File: src/include/dpll_ctrl_pkg.sv
package dpll_ctrl_pkg;
	// ------------------------------------------------------------
	// register byte addresses (wishbone, one word each)
	// ------------------------------------------------------------
	localparam logic [3:0] ADDR_REF_SOURCE  = 4'h0;
	localparam logic [3:0] ADDR_LOOP_MODE   = 4'h4;
	localparam logic [3:0] ADDR_DECIMATION  = 4'h8;
	localparam logic [3:0] ADDR_CRYSTAL     = 4'hc;
	localparam logic [3:0] ADDR_LOOP_STATUS = 4'h0;
	localparam logic [3:0] ADDR_STATUS_HI   = 4'h1;

	// ------------------------------------------------------------
	// field positions
	// ------------------------------------------------------------
	localparam int POLICY_LSB   = 6;
	localparam int MANUAL_BIT   = 4;
	localparam int REVERT_BIT   = 1;
	localparam int SEAMLESS_BIT = 0;
	localparam int SWAP_BIT     = 7;
	localparam int LOST_BIT     = 6;
	localparam int FREEZE_BIT   = 3;
	localparam int ENABLE_BIT   = 2;
	localparam int STATE_LSB    = 0;
	localparam int SW_SHIFT_LSB = 4;
	localparam int MN_SHIFT_LSB = 0;

	// ------------------------------------------------------------
	// writable masks and reset values
	// ------------------------------------------------------------
	localparam logic [7:0] REF_SOURCE_MASK  = 8'hd3;
	localparam logic [7:0] LOOP_MODE_MASK   = 8'hcf;
	localparam logic [7:0] DECIMATION_MASK  = 8'h7f;
	localparam logic [7:0] CRYSTAL_MASK     = 8'hff;
	localparam logic [7:0] REF_SOURCE_RESET = 8'h00;
	localparam logic [7:0] LOOP_MODE_RESET  = 8'h81;
	localparam logic [7:0] DECIMATION_RESET = 8'h36;
	localparam logic [7:0] CRYSTAL_RESET    = 8'h00;

	// ------------------------------------------------------------
	// encodings
	// ------------------------------------------------------------
	localparam logic [1:0] POLICY_MANUAL = 2'h0;
	localparam logic [1:0] POLICY_AUTO   = 2'h2;
	localparam logic [1:0] SEL_FREERUN   = 2'h0;
	localparam logic [1:0] SEL_NORMAL    = 2'h1;
	localparam logic [1:0] SEL_HOLDOVER  = 2'h2;
	localparam logic [1:0] SEL_WRITEFREQ = 2'h3;

	typedef enum logic [2:0] {
		ST_FREERUN, ST_ACQUIRE, ST_LOCKED, ST_HOLDOVER, ST_WRITEFREQ, ST_SYNTH
	} loop_state_e;
endpackage : dpll_ctrl_pkg

File: src/design/dpll_mode_control_regs.sv
`timescale 1ns/10ps
`default_nettype none

// Functional notes
// - policy 0 manual, 2 automatic choice
// - manual bit picks input a or b
// - revert bit enables revertive switching
// - seamless bit enables hitless switching
// - swap bit uses locking filter in acquire
// - lost reference goes holdover or freerun
// - frequency word write suppresses filter update
// - enable clear means synthesizer, gated loop
// - select 0 freerun, 2 holdover
// - select 1 normal, 3 write frequency
// - switch shift used only when hitless
// - main shift zero means feed through
// - crystal trim is signed two's complement
module dpll_mode_control_regs (
	input  wire logic        clk,
	input  wire logic        rst_n,
	input  wire logic        wb_cyc_i,
	input  wire logic        wb_stb_i,
	input  wire logic        wb_we_i,
	input  wire logic [3:0]  wb_adr_i,
	input  wire logic [31:0] wb_dat_i,
	input  wire logic [3:0]  wb_sel_i,
	output logic      [31:0] wb_dat_o,
	output logic             wb_ack_o,
	output logic             wb_err_o,
	input  wire logic        ref_a_valid,
	input  wire logic        ref_b_valid,
	input  wire logic        lock_achieved,
	input  wire logic        freq_word_wr,
	output logic             ref_input_b_sel,
	output logic             revertive_en,
	output logic             hitless_en,
	output logic             use_lock_filter,
	output logic             filter_update_en,
	output logic             loop_clk_en,
	output logic      [3:0]  main_decim_shift,
	output logic             main_decim_bypass,
	output logic      [2:0]  switch_decim_shift,
	output logic signed [7:0] crystal_offset_ppm,
	output logic      [2:0]  loop_state
);
	// ------------------------------------------------------------
	// pin synchronisers (three stages, second and third must agree)
	// ------------------------------------------------------------
	logic [2:0] sync_a_r, sync_b_r, sync_l_r, sync_f_r;
	logic       a_ok_r, b_ok_r, lock_r, fw_lvl_r, fw_prev_r;
	logic       a_ok_nxt, b_ok_nxt, lock_nxt, fw_lvl_nxt;

	always_comb begin
		a_ok_nxt   = (sync_a_r[1] == sync_a_r[2]) ? sync_a_r[2] : a_ok_r;
		b_ok_nxt   = (sync_b_r[1] == sync_b_r[2]) ? sync_b_r[2] : b_ok_r;
		lock_nxt   = (sync_l_r[1] == sync_l_r[2]) ? sync_l_r[2] : lock_r;
		fw_lvl_nxt = (sync_f_r[1] == sync_f_r[2]) ? sync_f_r[2] : fw_lvl_r;
	end

	always_ff @(posedge clk or negedge rst_n) begin
		if (!rst_n) begin
			sync_a_r  <= 3'h0;
			sync_b_r  <= 3'h0;
			sync_l_r  <= 3'h0;
			sync_f_r  <= 3'h0;
			a_ok_r    <= 1'b0;
			b_ok_r    <= 1'b0;
			lock_r    <= 1'b0;
			fw_lvl_r  <= 1'b0;
			fw_prev_r <= 1'b0;
		end else begin
			sync_a_r  <= {sync_a_r[1:0], ref_a_valid};
			sync_b_r  <= {sync_b_r[1:0], ref_b_valid};
			sync_l_r  <= {sync_l_r[1:0], lock_achieved};
			sync_f_r  <= {sync_f_r[1:0], freq_word_wr};
			a_ok_r    <= a_ok_nxt;
			b_ok_r    <= b_ok_nxt;
			lock_r    <= lock_nxt;
			fw_lvl_r  <= fw_lvl_nxt;
			fw_prev_r <= fw_lvl_r;
		end
	end

	wire logic fw_pulse = fw_lvl_r & ~fw_prev_r;

	// ------------------------------------------------------------
	// wishbone slave
	// ------------------------------------------------------------
	logic [7:0] ref_src_r, mode_r, decim_r, xtal_r;
	logic [7:0] ref_src_nxt, mode_nxt, decim_nxt, xtal_nxt;
	logic       ack_r, ack_nxt, err_r, err_nxt;
	logic [31:0] rdat_r, rdat_nxt;

	function automatic logic [7:0] merge(input logic [7:0] old_v, input logic [7:0] wd,
		input logic [7:0] mask, input logic lane);
		merge = lane ? ((old_v & ~mask) | (wd & mask)) : old_v;
	endfunction : merge

	dpll_ctrl_pkg::loop_state_e st_r, st_nxt;

	wire logic req     = wb_cyc_i & wb_stb_i & ~ack_r & ~err_r;
	wire logic hit     = (wb_adr_i == dpll_ctrl_pkg::ADDR_REF_SOURCE)
		| (wb_adr_i == dpll_ctrl_pkg::ADDR_LOOP_MODE)
		| (wb_adr_i == dpll_ctrl_pkg::ADDR_DECIMATION)
		| (wb_adr_i == dpll_ctrl_pkg::ADDR_CRYSTAL);
	wire logic wr      = req & hit & wb_we_i;

	always_comb begin
		ref_src_nxt = ref_src_r;
		mode_nxt    = mode_r;
		decim_nxt   = decim_r;
		xtal_nxt    = xtal_r;
		ack_nxt     = req & hit;
		err_nxt     = req & ~hit;
		rdat_nxt    = 32'h0;
		if (wr) begin
			case (wb_adr_i)
				dpll_ctrl_pkg::ADDR_REF_SOURCE: ref_src_nxt = merge(ref_src_r, wb_dat_i[7:0],
					dpll_ctrl_pkg::REF_SOURCE_MASK, wb_sel_i[0]);
				dpll_ctrl_pkg::ADDR_LOOP_MODE: mode_nxt = merge(mode_r, wb_dat_i[7:0],
					dpll_ctrl_pkg::LOOP_MODE_MASK, wb_sel_i[0]);
				dpll_ctrl_pkg::ADDR_DECIMATION: decim_nxt = merge(decim_r, wb_dat_i[7:0],
					dpll_ctrl_pkg::DECIMATION_MASK, wb_sel_i[0]);
				dpll_ctrl_pkg::ADDR_CRYSTAL: xtal_nxt = merge(xtal_r, wb_dat_i[7:0],
					dpll_ctrl_pkg::CRYSTAL_MASK, wb_sel_i[0]);
				default: ;
			endcase
		end
		if (req & hit & ~wb_we_i) begin
			case (wb_adr_i)
				dpll_ctrl_pkg::ADDR_REF_SOURCE: rdat_nxt = {24'h0, ref_src_r};
				// loop state shown in bits 10:8 of the mode word
				dpll_ctrl_pkg::ADDR_LOOP_MODE:  rdat_nxt = {21'h0, st_r, mode_r};
				dpll_ctrl_pkg::ADDR_DECIMATION: rdat_nxt = {24'h0, decim_r};
				dpll_ctrl_pkg::ADDR_CRYSTAL:    rdat_nxt = {24'h0, xtal_r};
				default:                        rdat_nxt = 32'h0;
			endcase
		end
	end

	always_ff @(posedge clk or negedge rst_n) begin
		if (!rst_n) begin
			ref_src_r <= dpll_ctrl_pkg::REF_SOURCE_RESET;
			mode_r    <= dpll_ctrl_pkg::LOOP_MODE_RESET;
			decim_r   <= dpll_ctrl_pkg::DECIMATION_RESET;
			xtal_r    <= dpll_ctrl_pkg::CRYSTAL_RESET;
			ack_r     <= 1'b0;
			err_r     <= 1'b0;
			rdat_r    <= 32'h0;
		end else begin
			ref_src_r <= ref_src_nxt;
			mode_r    <= mode_nxt;
			decim_r   <= decim_nxt;
			xtal_r    <= xtal_nxt;
			ack_r     <= ack_nxt;
			err_r     <= err_nxt;
			rdat_r    <= rdat_nxt;
		end
	end

	assign wb_ack_o = ack_r;
	assign wb_err_o = err_r;
	assign wb_dat_o = rdat_r;

	// ------------------------------------------------------------
	// decoded fields
	// ------------------------------------------------------------
	wire logic [1:0] policy  = ref_src_r[dpll_ctrl_pkg::POLICY_LSB +: 2];
	wire logic       manual  = ref_src_r[dpll_ctrl_pkg::MANUAL_BIT];
	wire logic       swap    = mode_r[dpll_ctrl_pkg::SWAP_BIT];
	wire logic       lost_fr = mode_r[dpll_ctrl_pkg::LOST_BIT];
	wire logic       freeze  = mode_r[dpll_ctrl_pkg::FREEZE_BIT];
	wire logic       enable  = mode_r[dpll_ctrl_pkg::ENABLE_BIT];
	wire logic [1:0] sel     = mode_r[dpll_ctrl_pkg::STATE_LSB +: 2];

	// ------------------------------------------------------------
	// reference choice
	// ------------------------------------------------------------
	logic ref_b_r, ref_b_nxt;
	wire logic cur_ok = ref_b_r ? b_ok_r : a_ok_r;
	wire logic revertive_en_w = ref_src_r[dpll_ctrl_pkg::REVERT_BIT];
	wire logic hitless_en_w   = ref_src_r[dpll_ctrl_pkg::SEAMLESS_BIT];

	always_comb begin
		ref_b_nxt = ref_b_r;
		if (policy == dpll_ctrl_pkg::POLICY_MANUAL) begin
			ref_b_nxt = manual;
		end else if (policy == dpll_ctrl_pkg::POLICY_AUTO) begin
			// a is the preferred input; revertive returns to it once it is good again
			if (!cur_ok && (ref_b_r ? a_ok_r : b_ok_r))
				ref_b_nxt = ~ref_b_r;
			else if (ref_b_r && a_ok_r && revertive_en_w)
				ref_b_nxt = 1'b0;
		end
	end

	// ------------------------------------------------------------
	// loop state machine
	// ------------------------------------------------------------
	always_comb begin
		st_nxt = st_r;
		if (!enable) begin
			st_nxt = dpll_ctrl_pkg::ST_SYNTH;
		end else begin
			case (sel)
				dpll_ctrl_pkg::SEL_FREERUN:   st_nxt = dpll_ctrl_pkg::ST_FREERUN;
				dpll_ctrl_pkg::SEL_HOLDOVER:  st_nxt = dpll_ctrl_pkg::ST_HOLDOVER;
				dpll_ctrl_pkg::SEL_WRITEFREQ: st_nxt = dpll_ctrl_pkg::ST_WRITEFREQ;
				default: begin
					// automatic normal mode
					if (!cur_ok)
						st_nxt = lost_fr ? dpll_ctrl_pkg::ST_FREERUN
							: dpll_ctrl_pkg::ST_HOLDOVER;
					else if (st_r == dpll_ctrl_pkg::ST_LOCKED)
						st_nxt = dpll_ctrl_pkg::ST_LOCKED;
					else
						st_nxt = lock_r ? dpll_ctrl_pkg::ST_LOCKED
							: dpll_ctrl_pkg::ST_ACQUIRE;
				end
			endcase
		end
	end

	always_ff @(posedge clk or negedge rst_n) begin
		if (!rst_n) begin
			st_r    <= dpll_ctrl_pkg::ST_SYNTH;
			ref_b_r <= 1'b0;
		end else begin
			st_r    <= st_nxt;
			ref_b_r <= ref_b_nxt;
		end
	end

	// ------------------------------------------------------------
	// outputs to the loop datapath
	// ------------------------------------------------------------
	assign ref_input_b_sel    = ref_b_r;
	assign revertive_en       = revertive_en_w;
	assign hitless_en         = hitless_en_w;
	assign use_lock_filter    = swap & (st_r == dpll_ctrl_pkg::ST_ACQUIRE);
	// freeze is software's duty during reconfig; a frequency word write pauses updates itself
	assign filter_update_en   = ~freeze & ~fw_pulse;
	assign loop_clk_en        = enable;
	assign main_decim_shift   = decim_r[dpll_ctrl_pkg::MN_SHIFT_LSB +: 4];
	assign main_decim_bypass  = (decim_r[dpll_ctrl_pkg::MN_SHIFT_LSB +: 4] == 4'h0);
	assign switch_decim_shift = hitless_en_w
		? decim_r[dpll_ctrl_pkg::SW_SHIFT_LSB +: 3] : 3'h0;
	assign crystal_offset_ppm = $signed(xtal_r);
	assign loop_state         = st_r;
endmodule : dpll_mode_control_regs

`default_nettype wire

File: config.mk
export PLATFORM = sky130hd
export DESIGN_NAME = dpll_mode_control_regs
export DESIGN_NICKNAME = d
export VERILOG_FILES = /design/src/include/dpll_ctrl_pkg.sv /design/src/design/dpll_mode_control_regs.sv
export SDC_FILE = /design/constraint.sdc
export NUM_CORES = 1
export LEC_CHECK = 0
export ABC_AREA = 1
export BUFFER_PORTS_ARGS = -buffer_cell sky130_fd_sc_hd__buf_2
export CAP_MARGIN = 5
export CORE_MARGIN = 8
export CORE_UTILIZATION = 30
export DETAILED_ROUTE_END_ITERATION = 10
export PLACE_DENSITY = 0.56
export SYNTH_ARGS = -nofsm -noshare
export SYNTH_HDL_FRONTEND = slang
export SYNTH_SLANG_ARGS = --single-unit
File: constraint.sdc
create_clock -name clk -period 1.5 [get_ports clk]
set_clock_uncertainty 0.05 [all_clocks]
set_input_delay 0.075 -clock clk [delete_from_list [all_inputs] [get_ports clk]]
set_output_delay 0.075 -clock clk [all_outputs]
set_load 0.01 [all_outputs]
=== Word-level counts from Yosys, hierarchy flattened ===
Index checks and enable logic that the tools add are counted.

* Register bits: 87
* Input port bits: 49
* Output and inout bits: 59

* Equal/unequal tests: 12
* Multiplexer cells: 15
* Bitwise gates (word level): 24
* Reductions and logical operators: 15

{| class="wikitable"
|+ Operators with widths
! operator !! count
|-
| $pmux W11 S4 || 1
|-
| $or A6 B8 Y8 || 2
|-
| $reduce_and A3 Y1 || 4
|-
| $mux W11 || 1
|-
| $and A1 B1 Y1 || 10
|-
| $mux W3 || 3
|-
| $pmux W3 S3 || 1
|-
| $eq A4 B4 Y1 const B || 2
|-
| $logic_not A4 Y1 || 2
|-
| $not A1 Y1 || 8
|-
| $or A8 B7 Y8 || 1
|-
| $eq A2 B2 Y1 const B || 3
|-
| $mux W1 || 6
|-
| $mux W2 || 3
|-
| $eq A1 B1 Y1 || 4
|-
| $eq A4 B3 Y1 const B || 1
|-
| $logic_not A2 Y1 || 2
|-
| $eq A3 B1 Y1 const B || 1
|-
| $eq A3 B2 Y1 const B || 1
|-
| $logic_and A1 B1 Y1 || 3
|-
| $or A1 B1 Y1 || 3
|-
| $reduce_bool A3 Y1 || 1
|-
| $reduce_and A2 Y1 || 1
|-
| $reduce_bool A2 Y1 || 1
|-
| $logic_not A1 Y1 || 1
|}

=== Logic depth before layout (Yosys ltp) ===
* Depth after elaboration: 7
* Depth in mapped cells: 8
* Depth with buffers taken out: 8

=== Worst setup path before layout ===
OpenSTA, ideal clock, no wires.

* Kind: register to register
* Start: register err_r, in the netlist wb_err_o
* End: register decim_r[6]
* Library setup time: 0.121 ns
* Arrival: 1.219 ns
* Path slack: 0.110 ns
* Stages on the path, launching flop included: 8
* Path buffers: 1
* Clock period less this slack: 1.390 ns
* Cell sequence: dfrtp_1 nor2_1 nand3_4 nor2_8 nand2_2 buf_6 nand2_1 o21ai_2

* Word-level cells in the longest chain between the ends: 5

{| class="wikitable"
|+ Ends and longest elaborated chain
! element !! RTL line !! RTL
|-
| from (decl) || dpll_mode_control_regs.sv:91 || <nowiki>logic ack_r, ack_nxt, err_r, err_nxt;</nowiki>
|-
| from (signal assigned) || dpll_mode_control_regs.sv:156 || <nowiki>err_r <= err_nxt;</nowiki>
|-
| $not A1 Y1 || dpll_mode_control_regs.sv:101 || <nowiki>wire logic req = wb_cyc_i & wb_stb_i & ~ack_r & ~err_r;</nowiki>
|-
| $and A1 B1 Y1 || dpll_mode_control_regs.sv:101 ||
|-
| $and A1 B1 Y1 (2 in a row) || dpll_mode_control_regs.sv:106 || <nowiki>wire logic wr = req & hit & wb_we_i;</nowiki>
|-
| $reduce_and A3 Y1 (no line) || - ||
|-
| to (signal assigned) || dpll_mode_control_regs.sv:145 || <nowiki>decim_r <= dpll_ctrl_pkg::DECIMATION_RESET;</nowiki>
|-
| to (signal assigned) || dpll_mode_control_regs.sv:153 || <nowiki>decim_r <= decim_nxt;</nowiki>
|-
| to (decl) || dpll_mode_control_regs.sv:89 || <nowiki>logic [7:0] ref_src_r, mode_r, decim_r, xtal_r;</nowiki>
|}

Every way passes these cells.
A chain may end at the register's enable or synchronous reset.

=== Worst setup path after layout ===
* Start: register mode_r[7]
* End: output port use_lock_filter

* Word-level cells in the longest chain between the ends: 1

{| class="wikitable"
|+ Ends and longest elaborated chain
! element !! RTL line !! RTL
|-
| from (decl) || dpll_mode_control_regs.sv:89 ||
|-
| from (signal assigned) || dpll_mode_control_regs.sv:144 || <nowiki>mode_r <= dpll_ctrl_pkg::LOOP_MODE_RESET;</nowiki>
|-
| from (signal assigned) || dpll_mode_control_regs.sv:152 || <nowiki>mode_r <= mode_nxt;</nowiki>
|-
| $and A1 B1 Y1 || dpll_mode_control_regs.sv:240 || <nowiki>assign use_lock_filter = swap & (st_r == dpll_ctrl_pkg::ST_ACQUIRE);</nowiki>
|-
| to (decl) || dpll_mode_control_regs.sv:37 || <nowiki>output logic use_lock_filter,</nowiki>
|}

Every way passes these cells.

==> key figures <==
Synthesis
  • Main combinational cell family by area after synthesis: simple AND/OR/NAND/NOR gates
  • Synth area leaders: dfrtp_1 47%, nand2_1 9.6%, dfstp_2 7.7%
  • Mux contribution to synthesized area: 0
  • #FFs+latches synth: 60
  • Syn. warnings: 0
  • Synthesized area: approximately 2700 um^2
  • Top-area cell type share of the netlist area: 0.4742
  • Adder-Cell Fraction of Synth Area: 0.01459
  • Avg Inst Size Synth: between 9 and 10 um^2
  • Sequential element share of the synthesized area: 0.5508
  • Library cell with the largest summed area after synthesis: dfrtp_1
  • Synth Area in Compound Gates: 0.09713
  • Simple-gate share of the synthesized area: 0.2029
  • Synth cell types: 27
  • Synth Instances: between 200 and 300
  • Xor/xnor share of the synthesized area: 0

Timing
  • Final period utilization: 0.9426
  • Slew Viols, Final: 0
  • Max Fclk: 707.2 MHz
  • Final setup violation count: 0
  • RSZ-0062 raised after global routing: false
  • Minimum clock period: roughly 1400 ps
  • Setup TNS: 0 ps
  • Final hold violations: 0

GRT
  • Total grt overflow: 0
  • First-pass GRT wire length: 10650 um
  • Initial antenna violation count: 0
  • Vias in the first global route: roughly 2100
  • Largest net degree at the start of global routing: 61
  • Tot GR Track Use: 0.1071

Pwr
  • Worst VDD drop: approximately 450 uV
  • Pleak: about 1.8 nW
  • Power per standard cell area: 1007 nW/um^2

Worst setup path
  • Critical path endpoint category: primary output
  • Critical path, cell by cell: inv_2, nor4_4, buf_2
  • Worst Path Arrival: roughly 1300 ps
  • R2r startpoint: wb_err_o$_DFF_PN0_
  • Slowest stage delay, CP: ~540 ps
  • Setup CP Type: flop to primary output
  • Worst path buffer plus inverter count: 2
  • Slowest cell on the critical path: dfstp_2
  • Max FO, Critical Path: 2
  • Data required, critical path: 1370 ps
  • Cell family with most CP delay: flip-flops
  • CP Launch Point: mode_r[7]$_DFFE_PN1P_
  • Critical Path Source Type: flop

Clock tree
  • Clk buf depth: 2
  • TritonCTS clock tree: built
  • H-tree lvl count: 3
  • Clock root buffer: clkbuf_8
  • Reg clk slew, reported paths: around 70 ps
  • CTS sink count: 60
  • Num CTS Buffers: 9
  • Worst skew pair latency: between 300 and 400 ps

Placement
  • RD Place Congestion: 0.7737
  • Placed instance area: ~3100 um^2
  • Port bufs: 59
  • Detailed Place HPWL: between 4000 and 5000 um

Floorplanning
  • Die height: ~110 um
  • Die width: ~110 um
  • Full die area: ~12000 um^2
  • Initial Util: 0.3027
  • I/O pin count: about 110
  • CORE AREA: 9065 um^2
  • # rows: 35

Finish
  • Layout cells sized above 1: 0.3379
  • Area Growth Syn to Fin: 24.35%
  • Fin area: roughly 3400 um^2
  • Final-stage net count: 408
  • Diode count: 0

Hold path
  • Hold Crit Start: wb_dat_i[3]
  • Worst hold path type: input pin to flop

Flow run
  • Number of max-cap violations: 0

Route
  • Post-route ant nets: 0
  • 1st-pass router iterations: 4
  • Final WL: 6366 um
  • Via/cell ratio: ~4.3
  • WL/cell: between 10 and 15 um
  • Via count: between 2000 and 2500
  • DR iter-0 viols: slightly above 80
  • Number of remaining DRC errors: 0

Run status
  • Status: finished clean
## metrics by stage
stage	utilization	instances	hold slack (ps)	power, mW	worst slack (ps)
3_3_place_gp	0.3382	447	56.24	1.989	72.59
5_1_grt	0.3764	475	3.189	3.613	7.641
6_report	0.3764	475	6.682	3.436	86.03
3_5_place_dp	0.3382	447	56.72	1.995	47.98
4_1_cts	0.3739	475	1.184	3.491	42.78
2_1_floorplan	-	303	-270.6	1.912	110.0
## path summary, 6_finish.rpt
kind	depth (start not counted)	to	slack, ps
max	3	use_lock_filter	90
min	3	mode_r[3]$_DFFE_PN0P_	7
max reg2reg	6	mode_r[6]$_DFFE_PN0P_	120
min reg2reg	0	sync_b_r[1]$_DFF_PN0_	300
max in group asynchronous	3	mode_r[0]$_DFFE_PN1P_	850
min in group asynchronous	3	sync_a_r[0]$_DFF_PN0_	220
## per-layer routing
metal | share of wire | GRT usage
met5 | 0 | 0
met1 | 0.46 | 0.1293
met4 | 0.011 | 0.03829
met3 | 0.082 | 0.05249
met2 | 0.45 | 0.1616
## layout make-up
| type | count | area, um^2 |
|---|---|---|
| Fill cell | 935 | 5653 |
| Sequential cell | 60 | 1511 |
| Inverter | 34 | 127.6 |
| Clock buffer | 14 | 162.7 |
| Timing Repair Buffer | 76 | 465.4 |
| Clock inverter | 2 | 35.03 |
| Multi-Input combinational cell | 178 | 970.9 |
| Tap cell | 111 | 138.9 |
## logic make-up after synthesis
kind of cell | after synthesis
compound gates | 37
fa+ha+maj | 4
buf+inv | 65
flops | 60
other cells | 1
simple gates | 116
## cells in the mapped netlist
master,number
nor4_1,3
nor2_4,3
inv_1,32
inv_2,2
o211ai_1,1
buf_2,1
nand3_1,4
nor3_2,1
buf_4,26
nor3_1,3
nand3b_1,1
nor2_8,1
o21ai_2,21
nand2_2,3
buf_6,3
clkbuf_1,1
o21ai_0,12
nor2_1,14
a21oi_1,3
maj3_1,4
conb_1,1
nand2_4,1
dfstp_2,8
nand4_1,11
nand3_4,1
nand2_1,70
dfrtp_1,52
## worst register-to-register path, cell delays in order, from the launching register on
cell and delay (ps):
dfrtp_1 400, nor2_2 160, nand3_4 120, nor2_8 160, nand2_2 210, nand2_1 130, o21ai_2 50
## power by group
part / internal (mW) / leakage (nW) / total (mW) / switching, mW
logic: 0.104 / 0.956 / 0.280 / 0.176
clock network: 0.857 / 0.101 / 1.44 / 0.587
registers: 1.67 / 0.768 / 1.71 / 0.0379
## sequential cells by signal (all words and copies together), names as in the netlist
signal	count
lock_r	1
b_ok_r	1
mode_r	6
a_ok_r	1
wb_dat_o	11
loop_state	3
sync_l_r	3
fw_prev_r	1
sync_b_r	3
sync_f_r	3
wb_err_o	1
wb_ack_o	1
fw_lvl_r	1
crystal_offset_ppm	8
ref_input_b_sel	1
sync_a_r	3
decim_r	7
ref_src_r	5
## timing repair
item	in CTS	in global routing
hold buffers	12	0
buffers inserted	0	0
endpoints found under the setup margin	1	12
endpoints found under the hold margin	77	0
resized for setup	1	6
pin swaps	0	1
## placed cells by master, fill, tap and decap left out, types with 2 or more instances in the layout
cell | netlist | layout
nor3_1 | 3 | 3
a21oi_1 | 3 | 3
nand2_1 | 70 | 70
o21ai_0 | 12 | 12
nand3_1 | 4 | 4
dfstp_2 | 8 | 8
nand2_2 | 3 | 2
dlygate4sd3_1 | 0 | 12
nand4_1 | 11 | 11
nor2_4 | 3 | 3
o21ai_2 | 21 | 21
conb_1 | 1 | 21
buf_4 | 26 | 4
nand2_4 | 1 | 2
dfrtp_1 | 52 | 52
maj3_1 | 4 | 4
clkbuf_1 | 1 | 3
nor2_1 | 14 | 13
clkbuf_8 | 0 | 11
buf_2 | 1 | 59
inv_1 | 32 | 30
inv_2 | 2 | 4
(Power assumes the default switching activity.)
